--- src/hdl/jlsr_pkg.sv ---
/*
  Package for the lane status register bank: offsets, field positions,
  reset values and the struct that carries one lane's raw receiver state.
  Assumes a 12-bit register address space reached over classic Wishbone.
*/
package jlsr_pkg;

  localparam int unsigned ADDR_W       = 12;
  localparam int unsigned DATA_W       = 32;
  localparam int unsigned CNT_W        = 8;

  // Register offsets (byte addresses)
  localparam logic [11:0] LINK_PAGE_OFS        = 12'h300;
  localparam logic [11:0] ERR_THRESH_OFS       = 12'h304;
  localparam logic [11:0] LANE_FIVE_STATUS_OFS = 12'h4b5;
  localparam logic [11:0] LANE_SIX_STATUS_OFS  = 12'h4b6;

  // Status field positions
  localparam int unsigned DISPARITY_BIT   = 7;
  localparam int unsigned INVALID_BIT     = 6;
  localparam int unsigned STRAY_K_BIT     = 5;
  localparam int unsigned ALIGN_BIT       = 4;
  localparam int unsigned INIT_SYNC_BIT   = 3;
  localparam int unsigned CHECKSUM_BIT    = 2;
  localparam int unsigned FRAME_SYNC_BIT  = 1;
  localparam int unsigned CODE_GROUP_BIT  = 0;

  // Reset values
  localparam logic [7:0]  STATUS_RESET     = 8'h00;
  localparam logic [7:0]  THRESH_RESET     = 8'h00;
  localparam logic        PAGE_RESET       = 1'b0;

  // Raw state of one lane on one link, as the receiver reports it
  typedef struct packed {
    logic [7:0] disparity_cnt;
    logic [7:0] invalid_cnt;
    logic [7:0] stray_k_cnt;
    logic       deskew_ok;
    logic       init_sync_ok;
    logic       checksum_ok;
    logic       frame_sync_ok;
    logic       code_group_ok;
  } jlsr_lane_state_t;

  // Wishbone request as sampled by the slave
  typedef struct packed {
    logic        cyc;
    logic        stb;
    logic        we;
    logic [3:0]  sel;
    logic [11:0] adr;
    logic [31:0] dat;
  } jlsr_wb_req_t;

endpackage

--- src/hdl/jlsr_regs.sv ---
/*
  Lane status register bank for lanes five and six of the link receiver,
  with a link page selector and an error count threshold, on classic Wishbone.
  Assumes lane state inputs come from receiver logic on the same clock, so
  they reach the flag logic without synchronisers, and that the bus master
  holds each request until ack or err answers it; a second request is taken
  only after the answer has dropped.
*/
// How it works
// - Bit 7: disparity count at or above threshold
// - Bit 6: invalid code count reached threshold
// - Bit 5: stray control count reached threshold
// - Bit 4: lane deskew achieved
// - Bit 3: initial lane sync achieved
// - Bit 2: configuration checksum correct
// - Bit 1: frame sync held
// - Bit 0: code group sync achieved
// - Fields follow link chosen by page selector
`timescale 1ns/10ps
module jlsr_regs #(
  parameter int unsigned NUM_LINKS = 2
) (
  // Clock and reset
  input  wire logic                       clk_i,
  input  wire logic                       rst_i,
  // Wishbone slave
  input  wire logic                       cyc_i,
  input  wire logic                       stb_i,
  input  wire logic                       we_i,
  input  wire logic [3:0]                 sel_i,
  input  wire logic [11:0]                adr_i,
  input  wire logic [31:0]                dat_i,
  output logic [31:0]                     dat_o,
  output logic                            ack_o,
  output logic                            err_o,
  // Receiver state, per link
  input  wire jlsr_pkg::jlsr_lane_state_t lane_five_i [NUM_LINKS],
  input  wire jlsr_pkg::jlsr_lane_state_t lane_six_i  [NUM_LINKS],
  // Status bytes of the selected link
  output logic [7:0]                      lane_five_link_status_o,
  output logic [7:0]                      lane_six_link_status_o,
  output logic                            link_page_o
);

  // The page selector is one bit wide, so exactly two links fit
  if (NUM_LINKS != 2) begin : g_link_count_check
    $error("jlsr_regs serves exactly two links");
  end

  // Flag positions must fit the eight-bit status byte
  if (jlsr_pkg::DISPARITY_BIT > 7) begin : g_flag_pos_check
    $error("jlsr_regs status fields exceed eight bits");
  end

  // Registers that a bus address can reach
  typedef enum {
    JLSR_SEL_NONE,
    JLSR_SEL_PAGE,
    JLSR_SEL_THRESH,
    JLSR_SEL_LANE_FIVE,
    JLSR_SEL_LANE_SIX
  } jlsr_reg_sel_t;

  // Full byte address compare; aliases would hide stray software accesses
  function automatic jlsr_reg_sel_t decode_reg(input logic [11:0] adr);
    jlsr_reg_sel_t hit;
    hit = JLSR_SEL_NONE;
    unique case (adr)
      jlsr_pkg::LINK_PAGE_OFS: begin
        hit = JLSR_SEL_PAGE;
      end
      jlsr_pkg::ERR_THRESH_OFS: begin
        hit = JLSR_SEL_THRESH;
      end
      jlsr_pkg::LANE_FIVE_STATUS_OFS: begin
        hit = JLSR_SEL_LANE_FIVE;
      end
      jlsr_pkg::LANE_SIX_STATUS_OFS: begin
        hit = JLSR_SEL_LANE_SIX;
      end
      default: begin
        hit = JLSR_SEL_NONE;
      end
    endcase
    return hit;
  endfunction

  // The 8-bit registers sit in byte lane zero
  function automatic logic low_byte_write(input jlsr_pkg::jlsr_wb_req_t r);
    return r.we && r.sel[0];
  endfunction

  // Upper bits of every register read as zero
  function automatic logic [31:0] widen_byte(input logic [7:0] b);
    return {24'h00_0000, b};
  endfunction

  // Lane state of the link that the page selector names
  function automatic jlsr_pkg::jlsr_lane_state_t pick_link(
    input jlsr_pkg::jlsr_lane_state_t lanes [NUM_LINKS],
    input logic                       page
  );
    return lanes[page];
  endfunction

  // Word returned for a decoded register; unmapped reads return zero
  function automatic logic [31:0] read_word(
    input jlsr_reg_sel_t hit,
    input logic          page,
    input logic [7:0]    thresh,
    input logic [7:0]    five,
    input logic [7:0]    six
  );
    logic [31:0] word;
    word = 32'h0000_0000;
    unique case (hit)
      JLSR_SEL_PAGE: begin
        word = widen_byte({7'h00, page});
      end
      JLSR_SEL_THRESH: begin
        word = widen_byte(thresh);
      end
      JLSR_SEL_LANE_FIVE: begin
        word = widen_byte(five);
      end
      JLSR_SEL_LANE_SIX: begin
        word = widen_byte(six);
      end
      JLSR_SEL_NONE: begin
        word = 32'h0000_0000;
      end
    endcase
    return word;
  endfunction

  // Bus request and its decode
  jlsr_pkg::jlsr_wb_req_t          req;
  logic                            access;
  logic                            wr_low;
  jlsr_reg_sel_t                   reg_sel;

  // Control state
  logic                            page_reg;
  logic                            page_next;
  logic [7:0]                      thresh_reg;
  logic [7:0]                      thresh_next;

  // Status state and the flags that feed it
  logic [7:0]                      five_reg;
  logic [7:0]                      five_next;
  logic [7:0]                      six_reg;
  logic [7:0]                      six_next;
  logic [7:0]                      five_flags;
  logic [7:0]                      six_flags;
  jlsr_pkg::jlsr_lane_state_t      five_sel;
  jlsr_pkg::jlsr_lane_state_t      six_sel;

  // Answer state
  logic                            ack_reg;
  logic                            ack_next;
  logic                            err_reg;
  logic                            err_next;
  logic [31:0]                     rdat_reg;
  logic [31:0]                     rdat_next;

  assign req = '{cyc: cyc_i, stb: stb_i, we: we_i, sel: sel_i, adr: adr_i, dat: dat_i};

  // Page selects which link feeds the flags
  assign five_sel = pick_link(lane_five_i, page_reg);
  assign six_sel  = pick_link(lane_six_i, page_reg);

  // One fold per lane; both share the threshold
  jlsr_lane_flags u_five (
    .state_i  (five_sel),
    .thresh_i (thresh_reg),
    .flags_o  (five_flags)
  );

  jlsr_lane_flags u_six (
    .state_i  (six_sel),
    .thresh_i (thresh_reg),
    .flags_o  (six_flags)
  );

  // New request only when no answer is outstanding, so ack is one cycle
  assign access  = req.cyc && req.stb && !ack_reg && !err_reg;
  assign reg_sel = decode_reg(req.adr);
  assign wr_low  = low_byte_write(req);

  // Control group: page selector and error count threshold
  always_comb begin
    page_next   = page_reg;
    thresh_next = thresh_reg;
    if (access && wr_low) begin
      unique case (reg_sel)
        JLSR_SEL_PAGE: begin
          page_next = req.dat[0];
        end
        JLSR_SEL_THRESH: begin
          thresh_next = req.dat[7:0];
        end
        // Status bytes belong to the receiver; such writes are acked and dropped
        JLSR_SEL_LANE_FIVE, JLSR_SEL_LANE_SIX: begin
          page_next   = page_reg;
          thresh_next = thresh_reg;
        end
        JLSR_SEL_NONE: begin
          page_next   = page_reg;
          thresh_next = thresh_reg;
        end
      endcase
    end
  end

  always_ff @(posedge clk_i) begin
    if (rst_i) begin
      page_reg   <= jlsr_pkg::PAGE_RESET;
      thresh_reg <= jlsr_pkg::THRESH_RESET;
    end else begin
      page_reg   <= page_next;
      thresh_reg <= thresh_next;
    end
  end

  // Lane five status: sampled every cycle, one edge behind the lane state
  always_comb begin
    five_next = five_flags;
  end

  always_ff @(posedge clk_i) begin
    if (rst_i) begin
      five_reg <= jlsr_pkg::STATUS_RESET;
    end else begin
      five_reg <= five_next;
    end
  end

  // Lane six status: same timing as lane five
  always_comb begin
    six_next = six_flags;
  end

  always_ff @(posedge clk_i) begin
    if (rst_i) begin
      six_reg <= jlsr_pkg::STATUS_RESET;
    end else begin
      six_reg <= six_next;
    end
  end

  // Handshake group: one-cycle ack for mapped, err for unmapped addresses
  always_comb begin
    ack_next = 1'b0;
    err_next = 1'b0;
    if (access) begin
      unique case (reg_sel)
        JLSR_SEL_PAGE, JLSR_SEL_THRESH, JLSR_SEL_LANE_FIVE, JLSR_SEL_LANE_SIX: begin
          ack_next = 1'b1;
        end
        // Refused rather than silently acked, so software sees the stray access
        JLSR_SEL_NONE: begin
          err_next = 1'b1;
        end
      endcase
    end
  end

  always_ff @(posedge clk_i) begin
    if (rst_i) begin
      ack_reg <= 1'b0;
      err_reg <= 1'b0;
    end else begin
      ack_reg <= ack_next;
      err_reg <= err_next;
    end
  end

  // Read data group: loaded on every taken access, held until the next
  always_comb begin
    rdat_next = rdat_reg;
    if (access) begin
      rdat_next = read_word(reg_sel, page_reg, thresh_reg, five_reg, six_reg);
    end
  end

  always_ff @(posedge clk_i) begin
    if (rst_i) begin
      rdat_reg <= 32'h0000_0000;
    end else begin
      rdat_reg <= rdat_next;
    end
  end

  // Every output comes straight from a flip-flop
  assign dat_o                   = rdat_reg;
  assign ack_o                   = ack_reg;
  assign err_o                   = err_reg;
  assign lane_five_link_status_o = five_reg;
  assign lane_six_link_status_o  = six_reg;
  assign link_page_o             = page_reg;

endmodule // jlsr_regs

--- src/hdl/jlsr_lane_flags.sv ---
/*
  Folds one lane's raw receiver state into its eight-bit status byte.
  Assumes the counts and sync levels are already in the register clock domain.
*/
`timescale 1ns/10ps
module jlsr_lane_flags (
  // Raw lane state
  input  wire jlsr_pkg::jlsr_lane_state_t state_i,
  // Threshold
  input  wire logic [7:0]                 thresh_i,
  // Status byte
  output logic [7:0]                      flags_o
);

  function automatic logic at_thresh(input logic [7:0] cnt, input logic [7:0] th);
    at_thresh = (cnt >= th);
  endfunction

  always_comb begin
    flags_o = jlsr_pkg::STATUS_RESET;
    flags_o[jlsr_pkg::DISPARITY_BIT]  = at_thresh(state_i.disparity_cnt, thresh_i);
    flags_o[jlsr_pkg::INVALID_BIT]    = at_thresh(state_i.invalid_cnt, thresh_i);
    flags_o[jlsr_pkg::STRAY_K_BIT]    = at_thresh(state_i.stray_k_cnt, thresh_i);
    flags_o[jlsr_pkg::ALIGN_BIT]      = state_i.deskew_ok;
    flags_o[jlsr_pkg::INIT_SYNC_BIT]  = state_i.init_sync_ok;
    flags_o[jlsr_pkg::CHECKSUM_BIT]   = state_i.checksum_ok;
    flags_o[jlsr_pkg::FRAME_SYNC_BIT] = state_i.frame_sync_ok;
    flags_o[jlsr_pkg::CODE_GROUP_BIT] = state_i.code_group_ok;
  end

endmodule // jlsr_lane_flags

--- config.mk ---
export PLATFORM = sky130hd
export DESIGN_NAME = jlsr_regs
export DESIGN_NICKNAME = d
export VERILOG_FILES = /design/src/hdl/jlsr_pkg.sv /design/src/hdl/jlsr_regs.sv /design/src/hdl/jlsr_lane_flags.sv
export SDC_FILE = /design/constraint.sdc
export NUM_CORES = 1
export LEC_CHECK = 0
export ABC_AREA = 1
export ABC_CLOCK_PERIOD_IN_PS = 3080
export BUFFER_PORTS_ARGS = -buffer_cell sky130_fd_sc_hd__buf_2
export CORE_UTILIZATION = 45
export DETAILED_ROUTE_END_ITERATION = 16
export GPL_TIMING_DRIVEN = 0
export PLACE_DENSITY = 0.84
export SYNTH_ARGS = -nofsm -noshare
export SYNTH_HDL_FRONTEND = slang
export SYNTH_SLANG_ARGS = --single-unit
--- constraint.sdc ---
create_clock -name clk_i -period 3.08 [get_ports clk_i]
set_clock_uncertainty 0.1 [all_clocks]
set_input_delay 0.154 -clock clk_i [delete_from_list [all_inputs] [get_ports clk_i]]
set_output_delay 0.154 -clock clk_i [all_outputs]
set_load 0.02 [all_outputs]
==> impl_metrics.sql, run 1 <==
INSERT INTO impl_metrics (metric_group, metric, value, unit) VALUES
('global_route', 'grt_util_met2', '49.0', '%'),
('worst_setup_path', 'critical_path.slowest_cell', 'clkbuf_1', ''),
('sta', 'hold_violations', '0', ''),
('yosys', 'mapped_area', '0.00342', 'mm^2'),
('sta', 'rsz_0062_raised_after_global_routing', 'no', ''),
('placed_design', 'detailed_place_hpwl', '8580', 'um'),
('yosys', 'yosysSeqAreaShare', '20.5', '%'),
('yosys', 'post_synth_inst_count', '524', ''),
('global_route', 'grt_first_pass_wirelength', '16000', 'um'),
('sta', 'endpoints_failing_setup', '0', ''),
('drt', 'per_cell_via_count_in_the_routed_design', '4.92', ''),
('floorplanning', 'design.die.area', '0.00795', 'mm^2'),
('floorplanning', 'floorplan.die.height', '89.2', 'um'),
('worst_hold_path', 'min_from', 'lane_five_i[3]', ''),
('sta', 'finalSetupTns', '0', 'ps'),
('drt', 'drtAntennaViolNets', '0', ''),
('finish', 'synthToLayoutAreaGrowth', '34.1', '%'),
('worst_setup_path', 'crit_fanout', '10', ''),
('sta', 'worst_slew_pin_slew', '563', 'ps'),
('job', 'max-cap-violations', '0', ''),
('global_route', 'global_routing_s_busiest_layer', 'met2', ''),
('sta', 'portion_of_the_clock_cycle_consumed_by_the_worst_path_in_the_final_layout', '73.6', '%'),
('global_route', 'grt_start_max_net_pins', '11', ''),
('clock_tree', 'cts_sinks', '35', ''),
('sta', 'worst_slew_margin_rel', '62.5', '%'),
('floorplanning', 'die_width', '89.2', 'um'),
('yosys', 'synth.yosys.warnings', '0', ''),
('drt', 'wire_per_inst', '12.7', 'um'),
('global_route', 'gr-usage-met1', '29.3', '%'),
('finish', 'insertedDiodeCount', '0', ''),
('clock_tree', 'tritoncts', 'done', ''),
('yosys', 'yosysUniqueCellTypes', '30', ''),
('pwr', 'p_leak', '2.57', 'nW'),
('sta', 'fin_crit', '2270', 'ps'),
('clock_tree', 'number_of_buffers_inserted_during_clock_tree_synthesis', '5', ''),
('yosys', 'ys_ff_latch', '35', ''),
('worst_setup_path', 'crit_family', 'buffers and inverters', ''),
('global_route', 'track_usage', '26.2', '%'),
('finish', 'finish.utilization', '62.9', '%'),
('worst_hold_path', 'holdCritPathClass', 'input port to flip-flop', ''),
('status', 'status', 'complete, no violations', ''),
('sta', 'maxSlewViolCount', '0', ''),
('worst_setup_path', 'rr_startpoint', 'link_page_o', ''),
('clock_tree', 'clkLatencyLatePin', '290', 'ps'),
('clock_tree', 'number_of_h_tree_levels', '2', ''),
('floorplanning', 'start_util', '46.9', '%'),
('drt', 'vias', '4053', ''),
('clock_tree', 'clkSlewWorstSetupHoldPaths', '70', 'ps'),
('sta', 'maxClockFrequency', '441', 'MHz'),
('worst_setup_path', 'criticalPathCategory', 'flip-flop to flip-flop', ''),
('yosys', 'number_of_synthesized_flops_with_an_enable_pin', '0', ''),
('floorplanning', 'ios', '220', ''),
('pwr', 'vdd.ir_drop.worst', '144', 'uV'),
('worst_setup_path', 'worstPathRequired', '3170', 'ps'),
('placed_design', 'portBuffers', '167', ''),
('global_route', 'vias_in_the_first_global_route', '3741', ''),
('drt', 'number_of_drc_violations_after_detailed_routing', '0', ''),
('global_route', 'grt_antenna_before_repair', '0', ''),
('worst_setup_path', 'crit_buf_inv', '4', ''),
('finish', 'final_layout_size_suffix_gt1_share', '31.8', '%'),
('drt', 'finalWirelength', '10500', 'um'),
('drt', '1st_iter_drt_viols', '245', ''),
('yosys', 'synth.avg_cell_area', '6.52', 'um^2'),
('global_route', 'grt_use_met3', '4.34', '%'),
('worst_setup_path', 'setup.worst_path.start', 'link_page_o', ''),
('yosys', 'synth-async-reset-ratio', '0', '%'),
('global_route', 'grt-ovfl-total', '0', ''),
('clock_tree', 'clock_tree.root_cell', 'clkbuf_8', ''),
('drt', 'drt_pass1_iterations', '4', ''),
('floorplanning', 'placementRows', '31', ''),
('worst_setup_path', 'endpoint_kind', 'flip-flop', ''),
('placed_design', 'gp_congestion', '0.837', ''),
('clock_tree', 'clk_path_buf_depth', '2', ''),
('worst_setup_path', 'cp_cell_sequence', 'buf_2, buf_2, clkbuf_1, nand2_1, nand2_1, ha_1, a21oi_1, o21ai_0, nand2_1, o2111ai_1, nand2_1, inv_1', ''),
('finish', 'finish.net_count', '940', ''),
('worst_setup_path', 'worst_path_most_repeated_cell', 'nand2_1', ''),
('pwr', 'power-per-cell-area', '256', 'mW/mm^2'),
('worst_setup_path', 'timing.critical_path.arrival', '2360', 'ps'),
('floorplanning', 'design.core.area', '0.00729', 'mm^2'),
('worst_setup_path', 'slowest_delay', '390', 'ps'),
('yosys', 'synthFlopType', 'dfxtp_1', ''),
('worst_setup_path', 'startpoint_type', 'flip-flop', '');
==> cell families (layout without fill, tap and decap cells) <==
family	count (synthesis)	after routing	share of synthesized area (%)
adders and majority gates	48	48	17.6
and+or+nand+nor	277	277	35.1
AOI/OAI and AO/OA	75	75	12.5
other	1	24	0.110
muxes	6	6	1.76
buffers and inverters	82	259	12.5
DFF	35	35	20.5
==> cell type report <==
class | instances | area [um^2]
Fill cell | 709 | 2710
Tap cell | 99 | 124
Clock buffer | 8 | 100
Multi-Input combinational cell | 430 | 2380
Buffer | 44 | 284
Inverter | 38 | 143
Sequential cell | 35 | 701
Timing Repair Buffer | 169 | 856
==> synthesized netlist by cell type, types with 3 or more instances <==
cell,number,area [um^2]
a21oi_1,38,190
a21oi_2,5,43.8
buf_2,5,25.0
buf_4,26,195
clkbuf_1,10,37.5
dfxtp_1,35,701
ha_1,48,601
inv_1,36,135
mux2i_1,6,60.1
nand2_1,187,702
nand2_2,3,18.8
nand3_1,20,100
nand4_1,22,138
nor2_1,32,120
nor2_2,4,25.0
nor2_4,3,33.8
o2111ai_1,6,52.6
o21ai_0,22,110
==> repair_timing <==
item | CTS | global route
setup endpoints to repair | 0 | 0
hold buffers | 2 | 0
endpoints found under the hold margin | 2 | 0
resized for setup | 0 | 0
buffers inserted | 0 | 0
==> layout by cell type (no fill, tap or decap), types with 3 or more instances in the layout <==
cell type,instances
dfxtp_1,35
clkbuf_8,7
nand4_1,22
a21oi_1,38
nand2_2,3
mux2i_1,6
o2111ai_1,6
buf_2,172
nand2_1,187
ha_1,48
a21oi_2,5
buf_4,26
nor2_1,32
nor2_4,3
inv_1,36
clkbuf_1,11
nor2_2,4
o21ai_0,22
conb_1,24
nand3_1,20
==> power breakdown <==
| group | total (W) | internal, W | switching, W |
|---|---|---|---|
| Clock | 0.000367 | 0.000204 | 0.000163 |
| Combinational | 0.000330 | 0.000154 | 0.000175 |
| Sequential | 0.000478 | 0.000467 | 0.0000110 |
==> metal layers <==
| layer | vias up | part of all wire, % |
|---|---|---|
| li1 | 2085 | - |
| met1 | 1758 | 42 |
| met2 | 183 | 48 |
| met3 | 27 | 7.1 |
| met4 | 0 | 3.1 |
| met5 | - | 0 |
==> per-stage QoR <==
stage / total power [W] / instances / setup WS, ps / hold slack (ps) / cell area [um^2]
finish: 0.00117 / 823 / 812 / 6.37 / 4580
global route: 0.00124 / 823 / 556 / 11.6 / 4580
CTS: 0.00118 / 823 / 798 / 1.08 / 4580
detailed placement: 0.000813 / 813 / 825 / 283 / 4460
global placement: 0.000802 / 813 / 893 / 281 / 4460
floorplan: 0.000674 / 547 / 1060 / 189 / 3500
==> worst paths after layout <==
check | to | slack (ps) | depth (start not counted)
worst min-delay path | lane_five_link_status_o[3] | 6 | 3
worst max-delay path | lane_five_link_status_o[7] | 810 | 12
worst min register to register | dat_o[4] | 360 | 2
worst max register to register | lane_five_link_status_o[7] | 810 | 12
==> worst register-to-register path: stages, from the launching register on <==
cell and delay [ps]:
dfxtp_1 340, buf_2 150, buf_2 230, clkbuf_1 390, nand2_1 90, nand2_1 100
ha_1 250, a21oi_1 160, o21ai_0 90, nand2_1 70, o2111ai_1 100, nand2_1 80
inv_1 30
Note: power is estimated with default switching activity, not from simulation.
==> run 2, diff against run 1 <==
- ABC_CLOCK_PERIOD_IN_PS: 3080 -> 2000
- CORE_UTILIZATION: 45 -> 39
- PLACE_DENSITY: 0.84 -> 0.78
- clock period: 3.08 -> 2 ns (I/O delays scaled with it)
==> impl_metrics.sql, run 2 (synthesis gave the netlist of run 1 again) <==
INSERT INTO impl_metrics (metric_group, metric, value, unit) VALUES
('drt', 'wire_per_inst', '13.2', 'um'),
('finish', 'layout.cell_area.non_filler', '0.00494', 'mm^2'),
('clock_tree', 'number_of_h_tree_levels', '2', ''),
('sta', 'fin_crit', '1870', 'ps'),
('pwr', 'p_seq_share', '37.7', '%'),
('finish', 'finish.net_count', '960', ''),
('worst_setup_path', 'ff2ff_setup_slack', '130', 'ps'),
('worst_setup_path', 'crit_fanout', '10', ''),
('floorplanning', 'die_width', '95.6', 'um'),
('drt', 'finalWirelength', '11200', 'um'),
('floorplanning', 'placementRows', '33', ''),
('drt', 'vias', '4062', ''),
('pwr', 'p_leak', '2.72', 'nW'),
('global_route', 'grt_start_max_net_pins', '12', ''),
('floorplanning', 'design.core.area', '0.00834', 'mm^2'),
('worst_setup_path', 'worstPathRequired', '2100', 'ps'),
('pwr', 'combPwrFrac', '28.4', '%'),
('worst_setup_path', 'endpoint_kind', 'flip-flop', ''),
('floorplanning', 'ios', '220', ''),
('worst_hold_path', 'hold_depth', '3', ''),
('sta', 'worst_slew_pin_slew', '582', 'ps'),
('floorplanning', 'start_util', '41.0', '%'),
('job', 'max-cap-violations', '0', ''),
('floorplanning', 'design.die.area', '0.00914', 'mm^2'),
('finish', 'synthToLayoutAreaGrowth', '44.7', '%'),
('worst_hold_path', 'min_from', 'lane_six_i[33]', ''),
('drt', 'number_of_drc_violations_after_detailed_routing', '0', ''),
('sta', 'setup_ws', '129', 'ps'),
('clock_tree', 'clk_path_buf_depth', '2', ''),
('pwr', 'power-per-cell-area', '394', 'mW/mm^2'),
('sta', 'maxClockFrequency', '534', 'MHz'),
('finish', 'mostFrequentLayoutCells', 'nand2_1, buf_2, ha_1', ''),
('worst_setup_path', 'rr_startpoint', 'link_page_o', ''),
('clock_tree', 'clkSlewWorstSetupHoldPaths', '70', 'ps'),
('floorplanning', 'floorplan.die.height', '95.6', 'um'),
('pwr', 'pwr-share-clk', '34.0', '%'),
('worst_setup_path', 'criticalPathCategory', 'flip-flop to flip-flop', ''),
('clock_tree', 'tritoncts', 'done', ''),
('worst_setup_path', 'timing.critical_path.arrival', '1970', 'ps'),
('sta', 'rsz_0062_raised_after_global_routing', 'no', ''),
('worst_setup_path', 'reg2regPathDepth', '12', ''),
('global_route', 'grt_antenna_before_repair', '0', ''),
('placed_design', 'placed_cell_area', '0.00447', 'mm^2'),
('pwr', 'switching_power', '0.000558', 'W'),
('finish', 'final_layout_size_suffix_gt1_share', '33.6', '%'),
('clock_tree', 'number_of_buffers_inserted_during_clock_tree_synthesis', '5', ''),
('sta', 'maxSlewViolCount', '0', ''),
('global_route', 'vias_in_the_first_global_route', '3621', ''),
('worst_hold_path', 'holdCritPathClass', 'input port to flip-flop', ''),
('placed_design', 'portBuffers', '167', ''),
('global_route', 'grt-ovfl-total', '0', ''),
('global_route', 'track_usage', '24.1', '%'),
('clock_tree', 'clock_tree.root_cell', 'clkbuf_8', ''),
('clock_tree', 'cts_setup_buffers', '0', ''),
('pwr', 'power_switching_share', '28.6', '%'),
('placed_design', 'detailed_place_hpwl', '8900', 'um'),
('clock_tree', 'cts_sinks', '35', ''),
('finish', 'layout.cells.most_common', 'nand2_1', ''),
('pwr', 'vdd.ir_drop.worst', '219', 'uV'),
('worst_setup_path', 'startpoint_type', 'flip-flop', ''),
('sta', 'portion_of_the_clock_cycle_consumed_by_the_worst_path_in_the_final_layout', '93.6', '%'),
('drt', '1st_iter_drt_viols', '141', ''),
('placed_design', 'placement.setup.worst_slack', '-278', 'ps'),
('drt', 'per_cell_via_count_in_the_routed_design', '4.78', ''),
('sta', 'hold_violations', '0', ''),
('drt', 'drtAntennaViolNets', '0', ''),
('sta', 'endpoints_failing_setup', '0', ''),
('sta', 'worst_slew_margin_rel', '61.2', '%'),
('pwr', 'intPower', '0.00139', 'W'),
('placed_design', 'gp_congestion', '0.816', ''),
('finish', 'insertedDiodeCount', '0', ''),
('worst_hold_path', 'hold_path_end', 'lane_six_link_status_o[4]', ''),
('global_route', 'grt_first_pass_wirelength', '16800', 'um'),
('worst_setup_path', 'reg2reg_to', 'lane_five_link_status_o[7]', ''),
('clock_tree', 'clkLatencyLatePin', '290', 'ps'),
('drt', 'drt_pass1_iterations', '5', ''),
('status', 'status', 'complete, no violations', '');
## run 2: changes by cell type in the layout (fill, tap and decap cells not counted), sizes merged
cell         before  now
buf             201  209
bufinv            0    1
clkbuf           18    8
clkinv            0    1
dlygate4sd3       2   22
## run 2: per-layer routing
metal / up-vias / global-route usage, % / share of wire [%]
li1: 2125 / - / -
met1: 1778 / 27.6 / 41
met2: 144 / 45.9 / 51
met3: 15 / 3.43 / 5.9
met4: 0 / 6.34 / 1.4
met5: - / 0 / 0
## run 2: cell type report
cell class | count | area (um^2)
buffer | 44 | 353
clock buffer | 6 | 82.6
clock inverter | 2 | 35.0
fill | 826 | 3400
inverter | 38 | 148
multi-input combinational | 430 | 2440
sequential | 35 | 702
tap | 105 | 131
timing repair buffer | 189 | 1060
## run 2: power by group through the flow
| stage | combinational, W | sequential [W] | clock [W] |
|---|---|---|---|
| 3_3_place_gp | 0.000487 | 0.000749 | 0 |
| 6_report | 0.000553 | 0.000734 | 0.000662 |
| 3_5_place_dp | 0.000502 | 0.000749 | 0 |
| 4_1_cts | 0.000537 | 0.000733 | 0.000666 |
| 2_1_floorplan | 0.000267 | 0.000771 | 0 |
| 5_1_grt | 0.000618 | 0.000735 | 0.000706 |
## run 2: worst max path at each step
stage | startpoint | endpoint | slack [ps] | cells after the start
global route | link_page_o | lane_five_link_status_o[5] | 8 | 12
CTS | link_page_o | lane_six_link_status_o[7] | 10 | 12
global placement | link_page_o | lane_five_link_status_o[7] | -270 | 12
floorplan | link_page_o | lane_five_link_status_o[7] | -20 | 12
detailed placement | link_page_o | lane_five_link_status_o[7] | -280 | 12
finish | link_page_o | lane_five_link_status_o[7] | 130 | 12
## run 2: timing repair
action	CTS	global route
hold buffers	22	0
hold endpoints to repair	19	0
pin swaps	0	1
setup endpoints to repair	6	6
gates resized for setup	16	39
## run 2: worst max-delay path, cell delays in order (launching register included)
cell	delay, ps
dfxtp_2	330
buf_6	130
buf_6	140
buf_6	140
nand2_1	50
nand2_1	60
ha_1	300
a21oi_1	140
o21ai_0	90
nand2_1	70
o2111ai_1	100
nand2_1	80
inv_1	30
## run 2: per-stage QoR
| step | hold slack, ps | std cells | TNS [ps] | util, % | power (W) |
|---|---|---|---|---|---|
| after floorplan | 135 | 547 | -48.9 | - | 0.00104 |
| after global placement | 231 | 819 | -1120 | 53.6 | 0.00124 |
| final | 1.53 | 849 | 0 | 59.3 | 0.00195 |
| after CTS | 3.62 | 849 | 0 | 58.0 | 0.00194 |
| after global routing | 7.34 | 849 | 0 | 59.3 | 0.00206 |
| after detailed placement | 226 | 819 | -1200 | 53.6 | 0.00125 |
==> run 3, diff against run 2 <==
- SETUP_SLACK_MARGIN: not set -> 0.3
==> impl_metrics.sql, run 3 (synthesis gave the netlist of run 1 again) <==
INSERT INTO impl_metrics (metric_group, metric, value, unit) VALUES
('clock_tree', 'cts_sinks', '35', ''),
('drt', 'finalWirelength', '11400', 'um'),
('worst_setup_path', 'startpoint_type', 'flip-flop', ''),
('worst_setup_path', 'reg2regPathDepth', '12', ''),
('sta', 'maxClockFrequency', '543', 'MHz'),
('worst_setup_path', 'crit_family', 'buffers and inverters', ''),
('global_route', 'grt-ovfl-total', '0', ''),
('floorplanning', 'design.die.area', '0.00914', 'mm^2'),
('placed_design', 'portBuffers', '167', ''),
('worst_setup_path', 'worst_path_most_repeated_cell', 'nand2_1', ''),
('job', 'max-cap-violations', '0', ''),
('sta', 'worst_slew_margin_rel', '62.2', '%'),
('drt', 'drtAntennaViolNets', '0', ''),
('worst_setup_path', 'cp_cell_sequence', 'buf_8, buf_8, clkbuf_8, nand2_1, nand2_1, ha_1, nand2_1, o21ai_1, nand2_1, o2111ai_2, nand2_1, inv_1', ''),
('clock_tree', 'clkLatencyLatePin', '290', 'ps'),
('drt', 'number_of_drc_violations_after_detailed_routing', '0', ''),
('worst_setup_path', 'slowest_delay', '360', 'ps'),
('floorplanning', 'floorplan.die.height', '95.6', 'um'),
('placed_design', 'detailed_place_hpwl', '8470', 'um'),
('status', 'status', 'complete, no violations', ''),
('sta', 'rsz_0062_raised_after_global_routing', 'yes', ''),
('sta', 'worst_slew_pin_slew', '566', 'ps'),
('finish', 'mostFrequentLayoutCells', 'buf_2, nand2_1, buf_4', ''),
('drt', 'wire_per_inst', '13.3', 'um'),
('finish', 'synthToLayoutAreaGrowth', '58.4', '%'),
('finish', 'layout.cells.most_common', 'buf_2', ''),
('clock_tree', 'clock_tree.root_cell', 'clkbuf_8', ''),
('worst_setup_path', 'criticalPathCategory', 'flip-flop to flip-flop', ''),
('pwr', 'power-per-cell-area', '336', 'mW/mm^2'),
('sta', 'hold_violations', '0', ''),
('pwr', 'intPower', '0.00126', 'W'),
('global_route', 'grt_antenna_before_repair', '0', ''),
('drt', 'drt_pass1_iterations', '4', ''),
('clock_tree', 'clkSlewWorstSetupHoldPaths', '70', 'ps'),
('placed_design', 'placed_cell_area', '0.00452', 'mm^2'),
('clock_tree', 'number_of_buffers_inserted_during_clock_tree_synthesis', '5', ''),
('worst_setup_path', 'critical_path.slowest_cell', 'dfxtp_4', ''),
('global_route', 'grt_start_max_net_pins', '11', ''),
('floorplanning', 'design.core.area', '0.00834', 'mm^2'),
('worst_hold_path', 'holdCritPathClass', 'input port to flip-flop', ''),
('sta', 'fin_crit', '1840', 'ps'),
('finish', 'finish.net_count', '974', ''),
('placed_design', 'gp_congestion', '0.857', ''),
('global_route', 'grt_first_pass_wirelength', '16700', 'um'),
('global_route', 'vias_in_the_first_global_route', '3670', ''),
('finish', 'final_layout_size_suffix_gt1_share', '40.6', '%'),
('clock_tree', 'tritoncts', 'done', ''),
('worst_hold_path', 'hold_depth', '2', ''),
('finish', 'fillerInstances', '742', ''),
('clock_tree', 'number_of_h_tree_levels', '2', ''),
('floorplanning', 'start_util', '41.0', '%'),
('sta', 'endpoints_failing_setup', '0', ''),
('sta', 'maxSlewViolCount', '0', ''),
('pwr', 'switching_power', '0.000564', 'W'),
('drt', '1st_iter_drt_viols', '107', ''),
('pwr', 'pwr-share-clk', '26.8', '%'),
('pwr', 'power_switching_share', '31.0', '%'),
('floorplanning', 'placementRows', '33', ''),
('floorplanning', 'die_width', '95.6', 'um'),
('worst_setup_path', 'crit_cells', '12', ''),
('worst_setup_path', 'crit_fanout', '5', ''),
('worst_setup_path', 'timing.critical_path.arrival', '1940', 'ps'),
('finish', 'layout.cell_area.non_filler', '0.00542', 'mm^2'),
('sta', 'setup_ws', '157', 'ps'),
('global_route', 'track_usage', '24.0', '%'),
('worst_setup_path', 'endpoint_kind', 'flip-flop', ''),
('floorplanning', 'ios', '220', ''),
('worst_setup_path', 'crit_buf_inv', '4', ''),
('drt', 'per_cell_via_count_in_the_routed_design', '4.90', ''),
('worst_setup_path', 'worstPathRequired', '2090', 'ps'),
('pwr', 'combPwrFrac', '33.1', '%'),
('finish', 'insertedDiodeCount', '0', ''),
('placed_design', 'placement.setup.worst_slack', '-36.2', 'ps'),
('sta', 'portion_of_the_clock_cycle_consumed_by_the_worst_path_in_the_final_layout', '92.2', '%'),
('pwr', 'vdd.ir_drop.worst', '193', 'uV'),
('clock_tree', 'clk_path_buf_depth', '2', ''),
('sta', 'finalSetupTns', '0', 'ps'),
('drt', 'vias', '4227', ''),
('pwr', 'p_leak', '2.86', 'nW'),
('pwr', 'p_seq_share', '40.2', '%'),
('finish', 'finish.utilization', '64.9', '%');
## run 3: changes by cell type in the layout (fill, tap and decap cells not counted), moves of 5 or more
cell	change
buf_4	+9
nand2_1	-20
buf_6	-8
ha_4	+10
ha_1	-10
o21ai_1	+5
nand2_2	+18
clkbuf_16	+5
o21ai_0	-5
## run 3: metal layers
metal / vias to the layer above / part of all wire (%) / routed length (um) / global-route usage (%)
met4: 0 / 0.74 / 85 / 3.86
li1: 2153 / - / - / -
met5: - / 0 / 0 / 0
met3: 12 / 6.1 / 703 / 3.27
met1: 1890 / 41 / 4720 / 27.4
met2: 172 / 52 / 5930 / 47.1
## run 3: through the flow
step           hold WS, ps  instances  total power, W
3_5_place_dp           230        819         0.00125
2_1_floorplan          135        547         0.00104
4_1_cts               2.98        859         0.00179
6_report              10.8        863         0.00182
3_3_place_gp           226        819         0.00123
5_1_grt               10.3        863         0.00193
## run 3: what timing repair did
item,4_1_cts,5_1_grt
setup buffers,7,4
setup endpoints to repair,6,6
hold buffers,22,0
hold endpoints to repair,12,0
gates cloned,3,0
pin swaps,30,9
resized for setup,58,31
## run 3: path summary, 6_finish.rpt
kind	start	end	slack (ps)
setup / recovery	link_page_o	lane_five_link_status_o[7]	160
hold / removal	rst_i	dat_o[6]	10
hold reg to reg	dat_o[0]	dat_o[0]	370
setup reg to reg	link_page_o	lane_five_link_status_o[7]	160
## run 3: final cells by class
class	count	area [um^2]	area share, %
clock buffer	7	76.3	1.41
timing repair buffer	203	1190	22.0
inverter	38	159	2.93
buffer	44	453	8.36
tap	105	131	2.43
multi-input combinational	430	2690	49.7
clock inverter	1	5.00	0.0924
sequential	35	704	13.0
## run 3: power by group through the flow
stage / clock network [W] / logic [W] / registers [W]
6_report: 0.000488 / 0.000602 / 0.000732
5_1_grt: 0.000526 / 0.000668 / 0.000733
4_1_cts: 0.000490 / 0.000571 / 0.000731
3_5_place_dp: 0 / 0.000503 / 0.000747
3_3_place_gp: 0 / 0.000487 / 0.000746
2_1_floorplan: 0 / 0.000268 / 0.000770
